File: config.mk
export PLATFORM = sky130hd
export DESIGN_NAME = output_terminal_register_access
export DESIGN_NICKNAME = d
export VERILOG_FILES = /design/src/rtl/out_term_pkg.sv /design/src/rtl/output_terminal_register_access.sv
export SDC_FILE = /design/constraint.sdc
export NUM_CORES = 1
export LEC_CHECK = 0
export ABC_AREA = 1
export ABC_CLOCK_PERIOD_IN_PS = 2500
export BUFFER_PORTS_ARGS = -buffer_cell sky130_fd_sc_hd__clkbuf_2
export CAP_MARGIN = 5
export CORE_MARGIN = 3
export CORE_UTILIZATION = 59
export DETAILED_ROUTE_END_ITERATION = 8
export HOLD_SLACK_MARGIN = 0.1
export MAX_ROUTING_LAYER = met4
export PLACE_DENSITY_LB_ADDON = 0.08
export SYNTH_ARGS = -nofsm -noshare
export SYNTH_HDL_FRONTEND = slang
export SYNTH_SLANG_ARGS = --single-unit
File: constraint.sdc
create_clock -name clk_sys -period 2.5 [get_ports clk_sys]
set_input_delay 0.25 -clock clk_sys [delete_from_list [all_inputs] [get_ports clk_sys]]
set_output_delay 0.25 -clock clk_sys [all_outputs]
set_load 0.005 [all_outputs]
File: src/rtl/out_term_pkg.sv
package out_term_pkg;
    localparam logic [5:0]  IDX_UNLOCK_KEY     = 6'h1f;
    localparam logic [5:0]  IDX_FEATURES       = 6'h20;
    localparam logic [5:0]  IDX_USER_OFFSET    = 6'h21;
    localparam logic [5:0]  IDX_USER_GAIN      = 6'h22;
    localparam logic [5:0]  IDX_USER_POWER_UP  = 6'h23;
    localparam logic [15:0] RST_FEATURES       = 16'h0002;
    localparam logic [15:0] RST_USER_OFFSET    = 16'h0000;
    localparam logic [15:0] RST_USER_GAIN      = 16'h0100;
    localparam logic [15:0] RST_USER_POWER_UP  = 16'h0000;
    localparam logic [15:0] KEY_PARAM_UNLOCK   = 16'h1235;
    localparam logic [15:0] KEY_CALIBRATE      = 16'haffe;
    localparam logic [15:0] FULL_SCALE         = 16'h7fff;
    localparam int          FEAT_USER_SCALE    = 0;
    localparam int          FEAT_MAKER_SCALE   = 1;
    localparam int          FEAT_WDOG_OFF      = 2;
    localparam int          FEAT_USER_POWER_UP = 8;
    localparam int          CTL_REG_MODE       = 7;
    localparam int          CTL_WRITE          = 6;
    localparam int          CTL_COMP_EN        = 6;
    localparam int          CTL_GAIN_CAL       = 4;
    localparam int          CTL_OFFSET_CAL     = 3;
    localparam int          CTL_FAST_STEP      = 2;
    localparam int          CTL_STEP_UP        = 1;
    localparam int          CTL_STEP_DOWN      = 0;
    localparam int          CLK_MHZ            = 250;
    localparam int          WDOG_MS            = 100;
    localparam int          SLOW_STEP_MS       = 1000;
    localparam int          FAST_STEP_MS       = 50;
    localparam int          WDOG_CYCLES        = WDOG_MS * CLK_MHZ * 1000;
    localparam int          SLOW_STEP_CYCLES   = SLOW_STEP_MS * CLK_MHZ * 1000;
    localparam int          FAST_STEP_CYCLES   = FAST_STEP_MS * CLK_MHZ * 1000;

    // One channel frame from the coupler
    typedef struct packed {
        logic [7:0]  control;
        logic [15:0] value;
    } frame_out_type;

    // One channel frame back to the coupler
    typedef struct packed {
        logic [7:0]  status;
        logic [15:0] value;
    } frame_in_type;

    // Calibration sequencer state
    typedef enum logic [1:0] {
        CAL_IDLE = 2'b00,
        CAL_RUN  = 2'b01,
        CAL_SAVE = 2'b11
    } cal_state_type;
endpackage

File: src/rtl/output_terminal_register_access.sv
// Contract
// - Value 0..32767 spans full output range
// - Full 16-bit resolution only without maker scaling
// - User line applied only when feature bit 0
// - Maker line applied while feature bit 1
// - Feature bit 2 clear runs watchdog
// - Overflow after 100 ms without process data
// - Feature bit 8 selects user switch-on value
// - User switch-on value loaded at reset, overflow
// - User gain is 8.8 signed, reset 0x0100
// - Control bit 7 selects register mode
// - Bit 6 clear reads, set writes
// - Register index from control bits 0..5
// - Status byte first, then 16-bit value
// - Optional pad byte for word alignment
// - Read status echoes control byte
// - Write status is control with bit 6 cleared
// - Calibration only while key 0xAFFE held
// - Commit calibration when key leaves 0xAFFE
// - Process control: compensate, gain, offset, up, down
// - Step interval 1000 ms slow, 50 ms fast
// - Process-mode status carries no information
// - Protected writes only while key 0x1235 held
// - Key reads back only while unlocked
`timescale 1ns/10ps
`default_nettype none
module output_terminal_register_access #(
    parameter int WDOG_COUNT = out_term_pkg::WDOG_CYCLES,
    parameter int SLOW_COUNT = out_term_pkg::SLOW_STEP_CYCLES,
    parameter int FAST_COUNT = out_term_pkg::FAST_STEP_CYCLES
) (
    input  wire logic                        clk_sys,     // System clock
    input  wire logic                        rst_n,       // Synchronous reset
    input  wire logic                        frameValid,  // New frame strobe
    input  wire out_term_pkg::frame_out_type frameOut,    // Control and value
    input  wire logic                        wordAlign,   // Pad byte layout strap
    output var  out_term_pkg::frame_in_type  frameIn,     // Status and value
    output var  logic                        frameDone,   // Answer strobe
    output var  logic [31:0]                 imageIn,     // Serialised answer
    output var  logic [15:0]                 outputLevel, // Value to scaling path
    output var  logic                        useUserLine, // User line on
    output var  logic                        useMakerLine,// Maker line on
    output var  logic                        wdogTripped, // Overflow pulse
    output var  logic                        calEnable,   // Compensation on
    output var  logic                        calGainUp,   // Gain step up pulse
    output var  logic                        calGainDown, // Gain step down pulse
    output var  logic                        calOffsUp,   // Offset step up pulse
    output var  logic                        calOffsDown, // Offset step down pulse
    output var  logic                        calCommit    // Store to nonvolatile
);
    import out_term_pkg::*;

    logic [15:0]   unlockKey, next_unlockKey;
    logic [15:0]   operatingFeatures, next_operatingFeatures;
    logic [15:0]   userLineOffset, next_userLineOffset;
    logic [15:0]   userLineGain, next_userLineGain;
    logic [15:0]   userPowerUpLevel, next_userPowerUpLevel;
    frame_in_type  next_frameIn;
    logic          next_frameDone;
    logic [31:0]   next_imageIn;
    logic [15:0]   next_outputLevel;
    logic [31:0]   wdogCount, next_wdogCount;
    logic          next_wdogTripped;
    cal_state_type calState, next_calState;
    logic [31:0]   stepCount, next_stepCount;
    logic [4:0]    next_calPulses;
    logic [7:0]    procControl, next_procControl;
    logic          next_calCommit;
    logic          syncValidA, syncValidB;
    frame_out_type syncFrameA, syncFrameB;
    logic          syncAlignA, syncAlignB;
    logic          validSeen;
    logic          regMode, isWrite, unlocked;
    logic [5:0]    regIndex;

    // Read decode of the register file
    function automatic logic [15:0] readReg(input logic [5:0] idx);
        case (idx)
            IDX_UNLOCK_KEY:    readReg = (unlockKey == KEY_PARAM_UNLOCK) ? unlockKey : 16'h0000;
            IDX_FEATURES:      readReg = operatingFeatures;
            IDX_USER_OFFSET:   readReg = userLineOffset;
            IDX_USER_GAIN:     readReg = userLineGain;
            IDX_USER_POWER_UP: readReg = userPowerUpLevel;
            default:           readReg = 16'h0000;
        endcase
    endfunction

    // Pin inputs pass two flops
    always_ff @(posedge clk_sys) begin
        if (!rst_n) begin
            syncValidA <= 1'b0;
            syncValidB <= 1'b0;
            syncFrameA <= '0;
            syncFrameB <= '0;
            syncAlignA <= 1'b0;
            syncAlignB <= 1'b0;
            validSeen  <= 1'b0;
        end else begin
            syncValidA <= frameValid;
            syncValidB <= syncValidA;
            syncFrameA <= frameOut;
            syncFrameB <= syncFrameA;
            syncAlignA <= wordAlign;
            syncAlignB <= syncAlignA;
            validSeen  <= syncValidB;
        end
    end

    // Frame fields
    assign regMode  = syncFrameB.control[CTL_REG_MODE];
    assign isWrite  = syncFrameB.control[CTL_WRITE];
    assign regIndex = syncFrameB.control[5:0];
    assign unlocked = (unlockKey == KEY_PARAM_UNLOCK);

    // Register access and answer
    always_comb begin
        logic newFrame;
        newFrame               = syncValidB && !validSeen;
        next_unlockKey         = unlockKey;
        next_operatingFeatures = operatingFeatures;
        next_userLineOffset    = userLineOffset;
        next_userLineGain      = userLineGain;
        next_userPowerUpLevel  = userPowerUpLevel;
        next_frameIn           = frameIn;
        next_frameDone         = 1'b0;
        next_imageIn           = imageIn;
        if (newFrame) begin
            next_frameDone = 1'b1;
            if (regMode && !isWrite) begin
                next_frameIn = '{status: syncFrameB.control,
                                 value: readReg(regIndex)};
            end else if (regMode) begin
                next_frameIn = '{status: {2'b10, regIndex}, value: 16'h0000};
                if (regIndex == IDX_UNLOCK_KEY) begin
                    next_unlockKey = syncFrameB.value;
                end else if (unlocked) begin
                    case (regIndex)
                        IDX_FEATURES:      next_operatingFeatures = syncFrameB.value;
                        IDX_USER_OFFSET:   next_userLineOffset    = syncFrameB.value;
                        IDX_USER_GAIN:     next_userLineGain      = syncFrameB.value;
                        IDX_USER_POWER_UP: next_userPowerUpLevel  = syncFrameB.value;
                        default:           next_operatingFeatures = operatingFeatures;
                    endcase
                end
            end else begin
                next_frameIn = '{status: 8'h00, value: 16'h0000};
            end
            // Status first, optional pad byte next, then value
            if (syncAlignB) begin
                next_imageIn = {next_frameIn.value, 8'h00, next_frameIn.status};
            end else begin
                next_imageIn = {8'h00, next_frameIn.value, next_frameIn.status};
            end
        end
    end

    always_ff @(posedge clk_sys) begin
        if (!rst_n) begin
            unlockKey         <= 16'h0000;
            operatingFeatures <= RST_FEATURES;
            userLineOffset    <= RST_USER_OFFSET;
            userLineGain      <= RST_USER_GAIN;
            userPowerUpLevel  <= RST_USER_POWER_UP;
            frameIn           <= '0;
            frameDone         <= 1'b0;
            imageIn           <= 32'h0000_0000;
        end else begin
            unlockKey         <= next_unlockKey;
            operatingFeatures <= next_operatingFeatures;
            userLineOffset    <= next_userLineOffset;
            userLineGain      <= next_userLineGain;
            userPowerUpLevel  <= next_userPowerUpLevel;
            frameIn           <= next_frameIn;
            frameDone         <= next_frameDone;
            imageIn           <= next_imageIn;
        end
    end

    // Output value, watchdog and scaling selects
    always_comb begin
        logic procFrame;
        logic [15:0] powerUp;
        procFrame = syncValidB && !validSeen && !regMode;
        powerUp = operatingFeatures[FEAT_USER_POWER_UP] ? userPowerUpLevel
                                                        : 16'h0000;
        next_wdogCount   = wdogCount;
        next_wdogTripped = 1'b0;
        next_outputLevel = outputLevel;
        if (procFrame) begin
            next_outputLevel = syncFrameB.value;
        end
        if (operatingFeatures[FEAT_WDOG_OFF] || procFrame) begin
            next_wdogCount = 32'h0000_0000;
        end else if (wdogCount >= 32'(WDOG_COUNT - 1)) begin
            next_wdogCount   = 32'h0000_0000;
            next_wdogTripped = 1'b1;
            next_outputLevel = powerUp;
        end else begin
            next_wdogCount = wdogCount + 32'h0000_0001;
        end
    end

    always_ff @(posedge clk_sys) begin
        if (!rst_n) begin
            wdogCount    <= 32'h0000_0000;
            wdogTripped  <= 1'b0;
            outputLevel  <= RST_USER_POWER_UP;
            useUserLine  <= 1'b0;
            useMakerLine <= 1'b1;
        end else begin
            wdogCount    <= next_wdogCount;
            wdogTripped  <= next_wdogTripped;
            outputLevel  <= next_outputLevel;
            useUserLine  <= operatingFeatures[FEAT_USER_SCALE];
            useMakerLine <= operatingFeatures[FEAT_MAKER_SCALE];
        end
    end

    // Calibration sequencer, run from the last process control byte
    always_comb begin
        logic [7:0] ctl;
        logic armed;
        logic [31:0] period;
        ctl    = procControl;  // Live lines go stale once a frame is released
        next_procControl = (syncValidB && !validSeen && !regMode) ? syncFrameB.control
                                                                   : procControl;
        armed  = (unlockKey == KEY_CALIBRATE);
        period = ctl[CTL_FAST_STEP] ? 32'(FAST_COUNT) : 32'(SLOW_COUNT);
        next_calState  = calState;
        next_stepCount = stepCount;
        next_calPulses = 5'b00000;
        next_calCommit = 1'b0;
        next_calPulses[4] = armed && ctl[CTL_COMP_EN];
        case (calState)
            CAL_IDLE: begin
                next_stepCount = 32'h0000_0000;
                if (armed) begin
                    next_calState = CAL_RUN;
                end
            end
            CAL_RUN: begin
                if (!armed) begin
                    next_calState = CAL_SAVE;
                end else if (!(ctl[CTL_STEP_UP] ^ ctl[CTL_STEP_DOWN])) begin
                    next_stepCount = 32'h0000_0000;
                end else if (stepCount >= period - 32'h0000_0001) begin
                    next_stepCount = 32'h0000_0000;
                    next_calPulses[3] = ctl[CTL_GAIN_CAL] && ctl[CTL_STEP_UP];
                    next_calPulses[2] = ctl[CTL_GAIN_CAL] && ctl[CTL_STEP_DOWN];
                    next_calPulses[1] = ctl[CTL_OFFSET_CAL] && ctl[CTL_STEP_UP];
                    next_calPulses[0] = ctl[CTL_OFFSET_CAL] && ctl[CTL_STEP_DOWN];
                end else begin
                    next_stepCount = stepCount + 32'h0000_0001;
                end
            end
            CAL_SAVE: begin
                next_calCommit = 1'b1;
                next_calState  = CAL_IDLE;
            end
            default: next_calState = CAL_IDLE;
        endcase
    end

    always_ff @(posedge clk_sys) begin
        if (!rst_n) begin
            calState    <= CAL_IDLE;
            procControl <= 8'h00;
            stepCount   <= 32'h0000_0000;
            calEnable   <= 1'b0;
            calGainUp   <= 1'b0;
            calGainDown <= 1'b0;
            calOffsUp   <= 1'b0;
            calOffsDown <= 1'b0;
            calCommit   <= 1'b0;
        end else begin
            calState    <= next_calState;
            procControl <= next_procControl;
            stepCount   <= next_stepCount;
            calEnable   <= next_calPulses[4];
            calGainUp   <= next_calPulses[3];
            calGainDown <= next_calPulses[2];
            calOffsUp   <= next_calPulses[1];
            calOffsDown <= next_calPulses[0];
            calCommit   <= next_calCommit;
        end
    end
endmodule // output_terminal_register_access
`default_nettype wire

==> summary.md <==
| Metric | Value |
|---|---|
| Status | finished clean |
| Tot Pwr | 9050 µW |
| Crit path cell chain | inv_1 -> ha_1 -> nand2_1 -> nor3_1 -> nand2_1 -> nor3_1 -> nand2_1 -> nand3_1 -> nand2_1 -> nand2_1 -> nor2_1 |
| Die Area | 0.0226 mm² |
| # resized after CTS | 0 |
| Fin Setup TNS | 0 ns |
| YS warnings | 0 |
| Detailed Routing Iterations Pass 1 | 5 |
| Sequential fraction of the synthesis area | a little under half |
| Root Buffer | clkbuf_16 |
| Post-synth top flop | dfxtp_1 |
| Fin. Hold Viols | 0 |
| Fillers | between 1500 and 2000 |
| First-pass GRT wire length | 53.2 mm |
| Design area | roughly 0.014 mm² |
| RSZ-0062 raised after global routing | false |
| Max VDD drop | 0.712 mV |
| Post-synth EDFFs | 0 |
| Commonest non-fill, non-tap cell in the layout | nand2_1 |
| Die Ht | 150 µm |
| Worst Hold Path Cells | 2 |
| Clk Latency, worst-skew pair | 0.54 ns |
| FP Rows | between 50 and 60 |
| Final Max Tran Viols | 0 |
| Levels on crit path | 11 |
| Port bufs | ~110 |
| Most frequent cells in the layout | nand2_1 (523), dfxtp_1 (279), nor2_1 (270), inv_1 (231), a21oi_1 (128) |
| Slew HR | 58.5% |
| Crit path max-delay family | simple AND/OR/NAND/NOR gates |
| #FFs+latches synth | 279 |
| CP peak stage delay | between 0.4 and 0.5 ns |
| Cell Area, Synth | 0.0123 mm² |
| Routed len/inst | 15.0 µm |
| Critical path arrival | 2.60 ns |
| Via Count | 11600 |
| Num CTS Buffers | 29 |
| Total GRT Usage | between 20% and 30% |
| P per Cell Area | 635 mW/mm² |
| Initial core utilization | between 60% and 70% |
| Crit. End Element | flop |
| Largest net degree at the start of global routing | 87 |
| I/O pins | 110 |
| Synth-to-Final Area Change | 16.2% |
| Initial antenna violation count | 0 |
| Lkg Pwr | between 0.006 and 0.007 µW |
| Hold crit path type | flop to flop |
| Core footprint | between 0.02 and 0.025 mm² |
| Startpoint type of the worst setup path | flop |
| R2R depth | 11 |
| Sink Count | 279 |
| CTS tree | done |
| Worst-Margin Slew | about 0.62 ns |
| H-tree levels | 1 |
| Worst path bufs/invs | 1 |
| Bufs on Longest Clock Path | 3 |
| Count of different cell masters after synthesis | 36 |
| Worst Path Class, Setup | flop to flop |
| GRT overflow | 0 |
| Drt total wl | 33.4 mm |
| Final setup viols | 0 |
| Max FO, Critical Path | 8 |
| Routed Antenna Nets | 0 |
| Async SR Flop Fraction | 0% |
| Max cap viols | 0 |
| Synth Area per Inst | 6.77 µm² |
| Initial DRC Count | 948 |
| WP data required | just under 3 ns |
| Placed cell area | 0.0131 mm² |
| Syn Inst Count | roughly 1800 |
| Final Cycle Share | between 80% and 90% |
| Nets | 1977 |
| Horiz. Die Dim | 150 µm |
| DR vias/cell | 5.23 |
| Cell at the slowest stage of the critical path | dfxtp_1 |
| F_max | 460 MHz |
| Hpwl dp | 23.3 mm |
| Vias in the first global route | between 10000 and 15000 |
| Clk slew on worst S/H paths | 0.06 ns |
| DR DRC count | 0 |
| GP Congestion | 1.02 |
| Fin Clk Skew | about 0.019 ns |
| Antenna Cells | 0 |
| Min Tclk post-route | 2.17 ns |
| Post-CTS setup buffer count | 0 |
| Cell mode on critical path | nand2_1 |
| Share of layout cells above drive strength 1 | 10.4% |
-- final timing paths --
kind	start	end	slack (ns)
worst min register to register	syncFrameA[8]	syncFrameB[8]	0.41
worst max-delay path	procControl[2]	stepCount[22]	0.33
worst min-delay path	syncFrameA[8]	syncFrameB[8]	0.41
worst max register to register	procControl[2]	stepCount[22]	0.33
-- synthesized netlist by cell type, drive strengths merged, types with 2 or more instances --
cell type,n,area [µm²]
nor2,278,1070
o22ai,7,43.8
o21bai,2,15.0
ha,13,163
o21ai,60,300
dfxtp,279,5590
nor3,30,155
or2,4,25.0
nand4,56,350
clkbuf,47,176
xor2,17,149
nor4,3,33.8
buf,35,198
nor3b,4,30.0
inv,233,875
o211ai,3,22.5
a21oi,129,649
a21o,2,15.0
nand2,523,1960
nand3,80,410
-- flip-flops by register name, indices dropped and copies added, names as in the netlist, 2 cells and up --
signal             flops
unlockKey             16
procControl            6
syncFrameA            24
userPowerUpLevel      16
calState               2
userLineOffset        16
imageIn               25
frameIn               23
outputLevel           16
stepCount             32
userLineGain          16
wdogCount             32
syncFrameB            16
operatingFeatures     16
regIndex               6
-- power breakdown --
group	total, µW	switching, µW	internal [µW]
registers	4560	55.0	4510
logic	302	194	108
clock network	4190	1710	2480
total	9050	1960	7090
-- cell type report --
| type | count | area [µm²] | area share [%] |
|---|---|---|---|
| Tap cell | 270 | 338 | 2.37 |
| Clock buffer | 43 | 828 | 5.81 |
| Clock inverter | 7 | 90.1 | 0.632 |
| Inverter | 233 | 875 | 6.13 |
| Sequential cell | 279 | 5590 | 39.2 |
| Multi-Input combinational cell | 1224 | 5460 | 38.3 |
| Timing Repair Buffer | 169 | 1080 | 7.56 |
-- cells by family (layout without fill, tap and decap cells) --
kind of cell,Yosys count,count (layout),synth area share [%]
AND/OR/NAND/NOR,981,981,33.0
buffers and inverters,315,452,10.2
flip-flops,279,279,45.5
AO/OA/AOI/OAI,206,206,8.71
XOR/XNOR,17,17,1.21
adder cells (fa/ha/maj),13,13,1.33
other,1,7,0.0306
-- layer usage --
metal / track usage (%) / part of all wire (%)
met1: 38.8 / 43
met2: 48.3 / 47
met3: 3.64 / 5.6
met4: 11.2 / 3.8
met5: - / 0
-- metrics by stage --
stage,util [%],hold WS (ns),std cells,worst slack [ns]
CTS,70.0,0.413,2225,0.302
global route,70.0,0.425,2225,0.0613
detailed placement,64.2,0.400,2148,0.299
global placement,64.2,0.393,2148,0.402
floorplan,-,0.348,1818,0.663
finish,70.0,0.410,2225,0.325
-- worst min-delay path: cells and delay by family, from the launching register on --
family	cells	cell delay, ns
flops	1	0.30
simple gates	1	0.04
buf+inv	1	0.04
-- repair_timing --
action,4_1_cts,5_1_grt
hold endpoints to repair,38,0
hold buffers,27,0
setup endpoints to repair,0,0
Power figures use the tool's default switching activity.
